<file path="config.mk">
export PLATFORM = sky130hd
export DESIGN_NAME = instruction_counter_sequencer
export DESIGN_NICKNAME = d
export VERILOG_FILES = /design/src/rtl/ic_seq_pkg.sv /design/src/rtl/counter_source_selector.sv /design/src/rtl/instruction_counter_sequencer.sv
export VERILOG_INCLUDE_DIRS = /design/src /design/src/rtl
export SDC_FILE = /design/constraint.sdc
export NUM_CORES = 1
export LEC_CHECK = 0
export BUFFER_PORTS_ARGS = -buffer_cell sky130_fd_sc_hd__buf_2
export CAP_MARGIN = 0
export CORE_MARGIN = 4
export CORE_UTILIZATION = 49
export CTS_BUF_LIST = sky130_fd_sc_hd__clkbuf_8 sky130_fd_sc_hd__clkbuf_16
export DETAILED_ROUTE_END_ITERATION = 8
export PLACE_DENSITY_LB_ADDON = 0.05
export SYNTH_ARGS = -nofsm -noshare
export SYNTH_HDL_FRONTEND = slang
export SYNTH_SLANG_ARGS = --single-unit
</file>
<file path="constraint.sdc">
create_clock -name clk -period 2.5 [get_ports clk]
set_input_delay 0.25 -clock clk [delete_from_list [all_inputs] [get_ports clk]]
set_output_delay 0.25 -clock clk [all_outputs]
set_load 0.05 [all_outputs]
</file>
<file path="src/rtl/ic_seq_consts.svh">
// Constants for the microinstruction sequencer: addresses, resets, ranges.
// Assumes a 16-bit control-store address and 24-bit control-store words.
//
// Summary of operation
// - Power-up forces microtrap to address 8003.
// - Selector loads trap address; counter then increments.
// - Subroutine branch pushes incremented counter first.
// - Program counter pair clears or sets ones.
// - Low and high bytes load separately.
// - Bad parity traps to 8000, address kept.
// - Trap decoder forces addresses 8005 to 800E.
// - Store access address comes from stack.
// - Write then read returns same 24 bits.
// - Increment carries across every counter bit.
// - Branch at 0010 pushes 0011 for return.
// - Select decodes 3FFF or 4FFF RAM top.
// - Address below failing one is recoverable.
`ifndef IC_SEQ_CONSTS_SVH
`define IC_SEQ_CONSTS_SVH

// ----------------------------------------------------------------
// Trap addresses
// ----------------------------------------------------------------
`define TRAP_POWER_ON 16'h8003
`define TRAP_PARITY 16'h8000
`define TRAP_BASE 16'h8000
`define TRAP_IDX_MIN 4'h5
`define TRAP_IDX_MAX 4'hE

// ----------------------------------------------------------------
// Reset values and memory map
// ----------------------------------------------------------------
`define IC_RESET 16'h0000
`define PC_BYTE_ZERO 8'h00
`define PC_BYTE_ONES 8'hFF
`define CM_TOP_16K 16'h3FFF
`define CM_TOP_20K 16'h4FFF
`define PROM_BASE 16'h8000

`endif

</file>
<file path="src/rtl/ic_seq_pkg.sv">
// Types shared by the sequencer and its counter source selector.
// Assumes the constants header is included by the design files.
package ic_seq_pkg;

    // Microinstruction operations seen by the sequencer
    typedef enum logic [3:0] {
        OP_NEXT,
        OP_BRANCH,
        OP_SUB_BRANCH,
        OP_RETURN,
        OP_PC_CLEAR,
        OP_PC_ONES,
        OP_PC_LOAD_LOW,
        OP_PC_LOAD_HIGH,
        OP_WRITE_CS,
        OP_READ_CS
    } op_e;

    // Source chosen for the next fetch address
    typedef enum logic [2:0] {
        SRC_POWER_ON,
        SRC_PARITY,
        SRC_TRAP,
        SRC_JUMP,
        SRC_INCREMENT
    } src_e;

    // Decoded microinstruction for the word at the current counter
    typedef struct packed {
        op_e op;
        logic [15:0] target;
        logic [7:0] byte_val;
        logic [23:0] wdata;
    } micro_cmd_s;

    // Control-store access request
    typedef struct packed {
        logic rd;
        logic wr;
        logic ram_sel;
        logic prom_sel;
        logic [15:0] addr;
        logic [23:0] wdata;
    } cm_req_s;

endpackage

</file>
<file path="src/rtl/counter_source_selector.sv">
// Counter source selector: picks the next fetch address by priority.
// Assumes one-cycle microinstructions and a decoded trap index input.
`timescale 1ns/1ns
`include "ic_seq_consts.svh"

module counter_source_selector (
    input wire logic por_pending, // Power-on trap still to be taken
    input wire logic parity_err, // Fetched word had bad parity
    input wire logic trap_valid, // Trap decoder requests a trap
    input wire logic [3:0] trap_index, // Trap decoder address low nibble
    input wire logic jump, // Branch, subroutine branch or return
    input wire logic [15:0] jump_addr, // Target of the jump
    input wire logic [15:0] ic_inc, // Incremented counter value
    output logic [15:0] next_addr, // Selected next fetch address
    output ic_seq_pkg::src_e src // Which source won
);

    // ----------------------------------------------------------------
    // Trap index check, used only by the priority mux below
    // ----------------------------------------------------------------
    function automatic logic trap_in_range(input logic [3:0] idx);
        trap_in_range = (idx >= `TRAP_IDX_MIN) && (idx <= `TRAP_IDX_MAX);
    endfunction

    // Priority mux: power-on, parity, decoder trap, jump, increment
    always_comb begin
        next_addr = ic_inc;
        src = ic_seq_pkg::SRC_INCREMENT;
        if (por_pending) begin
            next_addr = `TRAP_POWER_ON;
            src = ic_seq_pkg::SRC_POWER_ON;
        end else if (parity_err) begin
            next_addr = `TRAP_PARITY;
            src = ic_seq_pkg::SRC_PARITY;
        end else if (trap_valid && trap_in_range(trap_index)) begin
            next_addr = `TRAP_BASE | {12'h000, trap_index};
            src = ic_seq_pkg::SRC_TRAP;
        end else if (jump) begin
            next_addr = jump_addr;
            src = ic_seq_pkg::SRC_JUMP;
        end
    end

endmodule

</file>
<file path="src/rtl/instruction_counter_sequencer.sv">
// Microinstruction sequencer: counter, program counter pair, store access.
// Assumes an external return stack and control store on the same clock.
`timescale 1ns/1ns
`include "ic_seq_consts.svh"

module instruction_counter_sequencer #(
    parameter int ADDR_W = 16, // Control-store address width
    parameter int DATA_W = 24 // Control-store word width
) (
    input wire logic clk, // System clock, 50 MHz
    input wire logic reset_n, // Asynchronous power-on reset, low
    input wire ic_seq_pkg::micro_cmd_s cmd, // Decoded word at the counter
    input wire logic parity_err, // Bad parity on the word at the counter
    input wire logic trap_valid, // Trap decoder request
    input wire logic [3:0] trap_index, // Trap decoder address nibble
    input wire logic size_20k, // Control memory is 20K, else 16K
    input wire logic [15:0] stack_top, // Top entry of the return stack
    input wire logic [23:0] cm_rdata, // Data read from control store
    output logic [15:0] instruction_counter, // Current fetch address
    output logic stack_push, // Push pulse to return stack
    output logic [15:0] stack_push_data, // Value pushed
    output logic stack_pop, // Pop pulse to return stack
    output ic_seq_pkg::cm_req_s cm_req, // Control-store access
    output logic [23:0] cm_read_data, // Captured read data
    output logic [7:0] pc_low_byte, // Program counter low byte
    output logic [7:0] pc_high_byte, // Program counter high byte
    output logic [15:0] fail_addr, // Address that gave bad parity
    output logic [15:0] last_good_addr, // Address before the failing one
    output logic parity_trapped // A parity trap has been taken
);

    // ----------------------------------------------------------------
    // Elaboration checks
    // ----------------------------------------------------------------
    if (ADDR_W != 16) begin : g_bad_addr
        $error("ADDR_W must be 16");
    end
    if (DATA_W != 24) begin : g_bad_data
        $error("DATA_W must be 24");
    end

    // Range check for store selects, used for reads and writes
    function automatic logic ram_hit(input logic [15:0] a, input logic big);
        ram_hit = big ? (a <= `CM_TOP_20K) : (a <= `CM_TOP_16K);
    endfunction

    // ----------------------------------------------------------------
    // State
    // ----------------------------------------------------------------
    logic por_pending_r, por_pending_nxt; // Power-on trap not yet taken
    logic [15:0] ic_r, ic_nxt; // Instruction counter
    logic [7:0] pcl_r, pcl_nxt; // Program counter low byte
    logic [7:0] pch_r, pch_nxt; // Program counter high byte
    logic push_r, push_nxt; // Push strobe
    logic [15:0] push_data_r, push_data_nxt; // Push value
    logic pop_r, pop_nxt; // Pop strobe
    ic_seq_pkg::cm_req_s cm_r, cm_nxt; // Store request
    logic rd_wait_r, rd_wait_nxt; // Read data due this cycle
    logic [23:0] rdata_r, rdata_nxt; // Captured read data
    logic [15:0] fail_r, fail_nxt; // Failing address
    logic [15:0] good_r, good_nxt; // Last good address
    logic ptrap_r, ptrap_nxt; // Parity trap taken flag

    logic [15:0] ic_inc; // Counter plus one
    logic jump; // Word redirects the flow
    logic [15:0] jump_addr; // Where it redirects to
    logic [15:0] sel_addr; // Selector output
    ic_seq_pkg::src_e sel_src; // Selector winner
    logic exec_ok; // Current word may take effect

    // Full-width add so the carry ripples through all bits
    assign ic_inc = ic_r + 16'h0001;
    assign exec_ok = !por_pending_r && !parity_err;

    // Jump decode for branches, subroutine branches and returns
    always_comb begin
        jump = 1'b0;
        jump_addr = cmd.target;
        case (cmd.op)
            ic_seq_pkg::OP_BRANCH: jump = 1'b1;
            ic_seq_pkg::OP_SUB_BRANCH: jump = 1'b1;
            ic_seq_pkg::OP_RETURN: begin
                jump = 1'b1;
                jump_addr = stack_top;
            end
            default: jump = 1'b0;
        endcase
    end

    // ----------------------------------------------------------------
    // Counter source selection
    // ----------------------------------------------------------------
    counter_source_selector u_sel (
        .por_pending(por_pending_r),
        .parity_err(parity_err),
        .trap_valid(trap_valid),
        .trap_index(trap_index),
        .jump(jump),
        .jump_addr(jump_addr),
        .ic_inc(ic_inc),
        .next_addr(sel_addr),
        .src(sel_src)
    );

    // ----------------------------------------------------------------
    // Next-state logic
    // ----------------------------------------------------------------
    always_comb begin
        por_pending_nxt = 1'b0; // Cleared once the trap is taken
        ic_nxt = sel_addr;
        pcl_nxt = pcl_r;
        pch_nxt = pch_r;
        push_nxt = 1'b0;
        push_data_nxt = push_data_r;
        pop_nxt = 1'b0;
        cm_nxt = cm_r;
        cm_nxt.rd = 1'b0;
        cm_nxt.wr = 1'b0;
        rd_wait_nxt = 1'b0;
        rdata_nxt = rd_wait_r ? cm_rdata : rdata_r;
        fail_nxt = fail_r;
        good_nxt = good_r;
        ptrap_nxt = ptrap_r;
        // Parity trap keeps the failing address and the one below it
        if (!por_pending_r && parity_err) begin
            fail_nxt = ic_r;
            good_nxt = ic_r - 16'h0001;
            ptrap_nxt = 1'b1;
        end
        if (exec_ok) begin
            case (cmd.op)
                ic_seq_pkg::OP_SUB_BRANCH: begin
                    push_nxt = 1'b1;
                    push_data_nxt = ic_inc;
                end
                ic_seq_pkg::OP_RETURN: pop_nxt = 1'b1;
                ic_seq_pkg::OP_PC_CLEAR: begin
                    pcl_nxt = `PC_BYTE_ZERO;
                    pch_nxt = `PC_BYTE_ZERO;
                end
                ic_seq_pkg::OP_PC_ONES: begin
                    pcl_nxt = `PC_BYTE_ONES;
                    pch_nxt = `PC_BYTE_ONES;
                end
                ic_seq_pkg::OP_PC_LOAD_LOW: pcl_nxt = cmd.byte_val;
                ic_seq_pkg::OP_PC_LOAD_HIGH: pch_nxt = cmd.byte_val;
                ic_seq_pkg::OP_WRITE_CS, ic_seq_pkg::OP_READ_CS: begin
                    // Address from the stack, RAM select decoded by size
                    cm_nxt.addr = stack_top;
                    cm_nxt.wdata = cmd.wdata;
                    cm_nxt.ram_sel = ram_hit(stack_top, size_20k);
                    cm_nxt.prom_sel = stack_top >= `PROM_BASE;
                    if (cmd.op == ic_seq_pkg::OP_WRITE_CS) begin
                        // Only RAM is writable; holes drop the write
                        cm_nxt.wr = ram_hit(stack_top, size_20k);
                    end else begin
                        cm_nxt.rd = 1'b1;
                        rd_wait_nxt = 1'b1;
                    end
                end
                default: push_nxt = 1'b0; // Sequencing only
            endcase
        end
    end

    // Register stage for all sequencer state
    always_ff @(posedge clk or negedge reset_n) begin
        if (!reset_n) begin
            por_pending_r <= 1'b1;
            ic_r <= `IC_RESET;
            pcl_r <= `PC_BYTE_ZERO;
            pch_r <= `PC_BYTE_ZERO;
            push_r <= 1'b0;
            push_data_r <= 16'h0000;
            pop_r <= 1'b0;
            cm_r <= '0;
            rd_wait_r <= 1'b0;
            rdata_r <= 24'h000000;
            fail_r <= 16'h0000;
            good_r <= 16'h0000;
            ptrap_r <= 1'b0;
        end else begin
            por_pending_r <= por_pending_nxt;
            ic_r <= ic_nxt;
            pcl_r <= pcl_nxt;
            pch_r <= pch_nxt;
            push_r <= push_nxt;
            push_data_r <= push_data_nxt;
            pop_r <= pop_nxt;
            cm_r <= cm_nxt;
            rd_wait_r <= rd_wait_nxt;
            rdata_r <= rdata_nxt;
            fail_r <= fail_nxt;
            good_r <= good_nxt;
            ptrap_r <= ptrap_nxt;
        end
    end

    // ----------------------------------------------------------------
    // Outputs, all straight from flip-flops
    // ----------------------------------------------------------------
    assign instruction_counter = ic_r;
    assign stack_push = push_r;
    assign stack_push_data = push_data_r;
    assign stack_pop = pop_r;
    assign cm_req = cm_r;
    assign cm_read_data = rdata_r;
    assign pc_low_byte = pcl_r;
    assign pc_high_byte = pch_r;
    assign fail_addr = fail_r;
    assign last_good_addr = good_r;
    assign parity_trapped = ptrap_r;
endmodule

</file>
==> qor.csv <==
metric,value,unit
max_slew_margin,0.4956,
grt_overflow,0,
irDropWorstVdd,0.5534,mV
fin_crit_sh,0.8675,
portBuffers,251,
cts_tree,yes,
layout_min_cycle_time,2169,ps
clock_latency,420,ps
grt_max_degree,53,
postRouteAntennaNets,0,
grt_pass1_wl,28.43,mm
layout_common_cells,"buf_2 (250), dfrtp_1 (151), nand2_1 (100)",
dieArea,15380,um^2
cp.arrival,2510,ps
multi_input_area,2614,um^2
clock_sinks,152,
yosys_most_used_dff,dfrtp_1,
place_inst,985,
seq_area_frac_synth,0.5770,
start_util,0.4999,
cts_made_buffers,17,
core_area,13190,um^2
detail_route.wl_per_cell,17.74,um
p_leak,0.004419,uW
crit_path_end_kind,register,
drive_above_1_share,0.4417,
first_pass_iters,4,
syn-cell-area,6594,um^2
die_w,124.0,um
report.final.slew_viol_count,0,
drt_drc_violations_left,0,
ys_ff_latch,152,
fin_cells,1017,
clkSlewWorstSetupHoldPaths,60,ps
status,completed,
place_congestion,0.8364,
wirelength,18.04,mm
vias_per_cell,5.272,
place_hpwl,13.72,mm
fill_cells,1116,
vias,5362,
synth_area_per_cell,11.29,um^2
hold_slack,56.70,ps
num_io_pins,252,
clockBufferDepth,2,
worstSetupStartpointType,register,
synthesis.instances,584,
worst-slew-pin-transition,756.7,ps
finalPower,8278,uW
rsz0062_at_grt,false,
clock_skew,7.631,ps
fmax,0.4611,GHz
powerDensity,948.6,nW/um^2
synth_edf_count,0,
fin_nets,932,
grt.total_usage,0.2410,
ys.warnings.count,0,
setup_viol,0,
cts_resized,0,
grt_antenna_before_repair,2,
hold_viol,0,
crit_fanout,10,
regArea,3805,um^2
cts-root-buf,clkbuf_16,
row_count,42,
grt_pass1_vias,5463,
fp.dieH,124.0,um
ctsHtreeMaxLevel,4,
synth.distinct_cells,47,
drt_iter0_drc,302,
area_growth,32.35,%
worstPathRequired,2840,ps
syn_nets,687,
drv_cap,0,
async_flop_share,1.000,
layout_commonest_cell,buf_2,
path_class,register to register,
fin_tns_setup,0,ps
hp-class,primary input to register,
## worst paths after layout
kind / slack (ps) / endpoint / from / depth (start not counted)
setup / recovery: 330 / last_good_addr[15] / instruction_counter[4] / 4
hold / removal: 60 / cm_read_data[23] / cm_rdata[23] / 2
setup reg to reg: 330 / last_good_addr[15] / instruction_counter[4] / 4
hold reg to reg: 460 / parity_trapped / parity_trapped / 1
max in group asynchronous: 1510 / cm_req[30] / reset_n / 3
min in group asynchronous: 340 / fail_addr[2] / reset_n / 2
## cells in the mapped netlist, drive strengths merged (2+ instances only)
| master | count | area [um^2] |
|---|---|---|
| nor3 | 4 | 20.02 |
| o211a | 2 | 20.02 |
| nor4 | 7 | 43.79 |
| a31oi | 5 | 31.28 |
| or4 | 7 | 56.30 |
| xor2 | 8 | 70.07 |
| mux2 | 69 | 777.0 |
| o31ai | 3 | 22.52 |
| o21ai | 31 | 155.2 |
| a211oi | 20 | 150.1 |
| nand3 | 12 | 60.06 |
| xnor2 | 14 | 122.6 |
| ha | 2 | 25.02 |
| nand4 | 8 | 50.05 |
| or2 | 2 | 12.51 |
| mux2i | 3 | 30.03 |
| or3 | 8 | 55.05 |
| a221oi | 2 | 17.52 |
| o2bb2ai | 2 | 17.52 |
| buf | 5 | 33.78 |
| and3 | 2 | 12.51 |
| clkbuf | 37 | 138.9 |
| a2bb2oi | 17 | 148.9 |
| nand2b | 5 | 31.28 |
| a21oi | 4 | 20.02 |
| o22ai | 2 | 12.51 |
| o211ai | 4 | 30.03 |
| dfrtp | 151 | 3779 |
| inv | 6 | 22.52 |
| nor2 | 19 | 71.32 |
| nand2 | 100 | 375.4 |
| nor2b | 11 | 68.82 |
| nor3b | 2 | 15.01 |
## cell type report
cell class	instances	area share
Multi-Input combinational cell	384	0.2995
Antenna cell	1	0.0002867
Clock buffer	19	0.05190
Tap cell	176	0.02523
Timing Repair Buffer	268	0.1639
Clock inverter	11	0.02065
Sequential cell	152	0.4360
Inverter	6	0.002581
## timing repair
item | 4_1_cts | 5_1_grt
hold buffers | 1 | 0
hold endpoints to repair | 48 | 0
setup buffers | 0 | 0
## worst max-delay path, stage by stage, from the launching register on
cell and delay, ps:
dfrtp_1 490, or4_1 560, or3_4 380, or4_1 480
a31oi_1 180
## routing by layer
metal,up-vias,GRT usage,share of wire
li1,2547,-,-
met1,2599,0.2998,0.39
met2,188,0.3890,0.50
met3,24,0.08765,0.088
met4,4,0.08487,0.015
met5,-,0,0.0018
## report_power, final
part           switching [uW]  internal (uW)
clock                     942           1800
sequential                212           2840
combinational            1850            639
total                    3000           5270
## metrics by stage
step | worst slack, ps | utilization | area (um^2)
CTS | 334.6 | 0.6614 | 8725
global placement | 408.7 | 0.6127 | 8082
detailed placement | 340.7 | 0.6127 | 8082
global route | 217.2 | 0.6614 | 8725
finish | 331.4 | 0.6616 | 8727
floorplan | 79.80 | - | 6594
## kinds of logic (layout without fill, tap and decap cells)
| logic type | after synthesis | count (layout) | synth area share |
|---|---|---|---|
| compound gates | 96 | 96 | 0.09981 |
| xor+xnor | 22 | 22 | 0.02922 |
| fa+ha+maj | 2 | 2 | 0.003794 |
| buf+inv | 48 | 304 | 0.02960 |
| flops | 152 | 152 | 0.5770 |
| mux | 72 | 72 | 0.1224 |
| other cells | 1 | 2 | 0.0005687 |
| simple gates | 191 | 191 | 0.1376 |
## sequential cells by signal, summed over array words and instances, names as in the netlist
signal               cells
stack_pop                1
stack_push_data         16
instruction_counter     16
cm_read_data            24
por_pending_r            1
stack_push               1
parity_trapped           1
last_good_addr          16
cm_req                  44
pc_low_byte              8
pc_high_byte             8
fail_addr               16
Note: power is estimated with default switching activity, not from simulation.
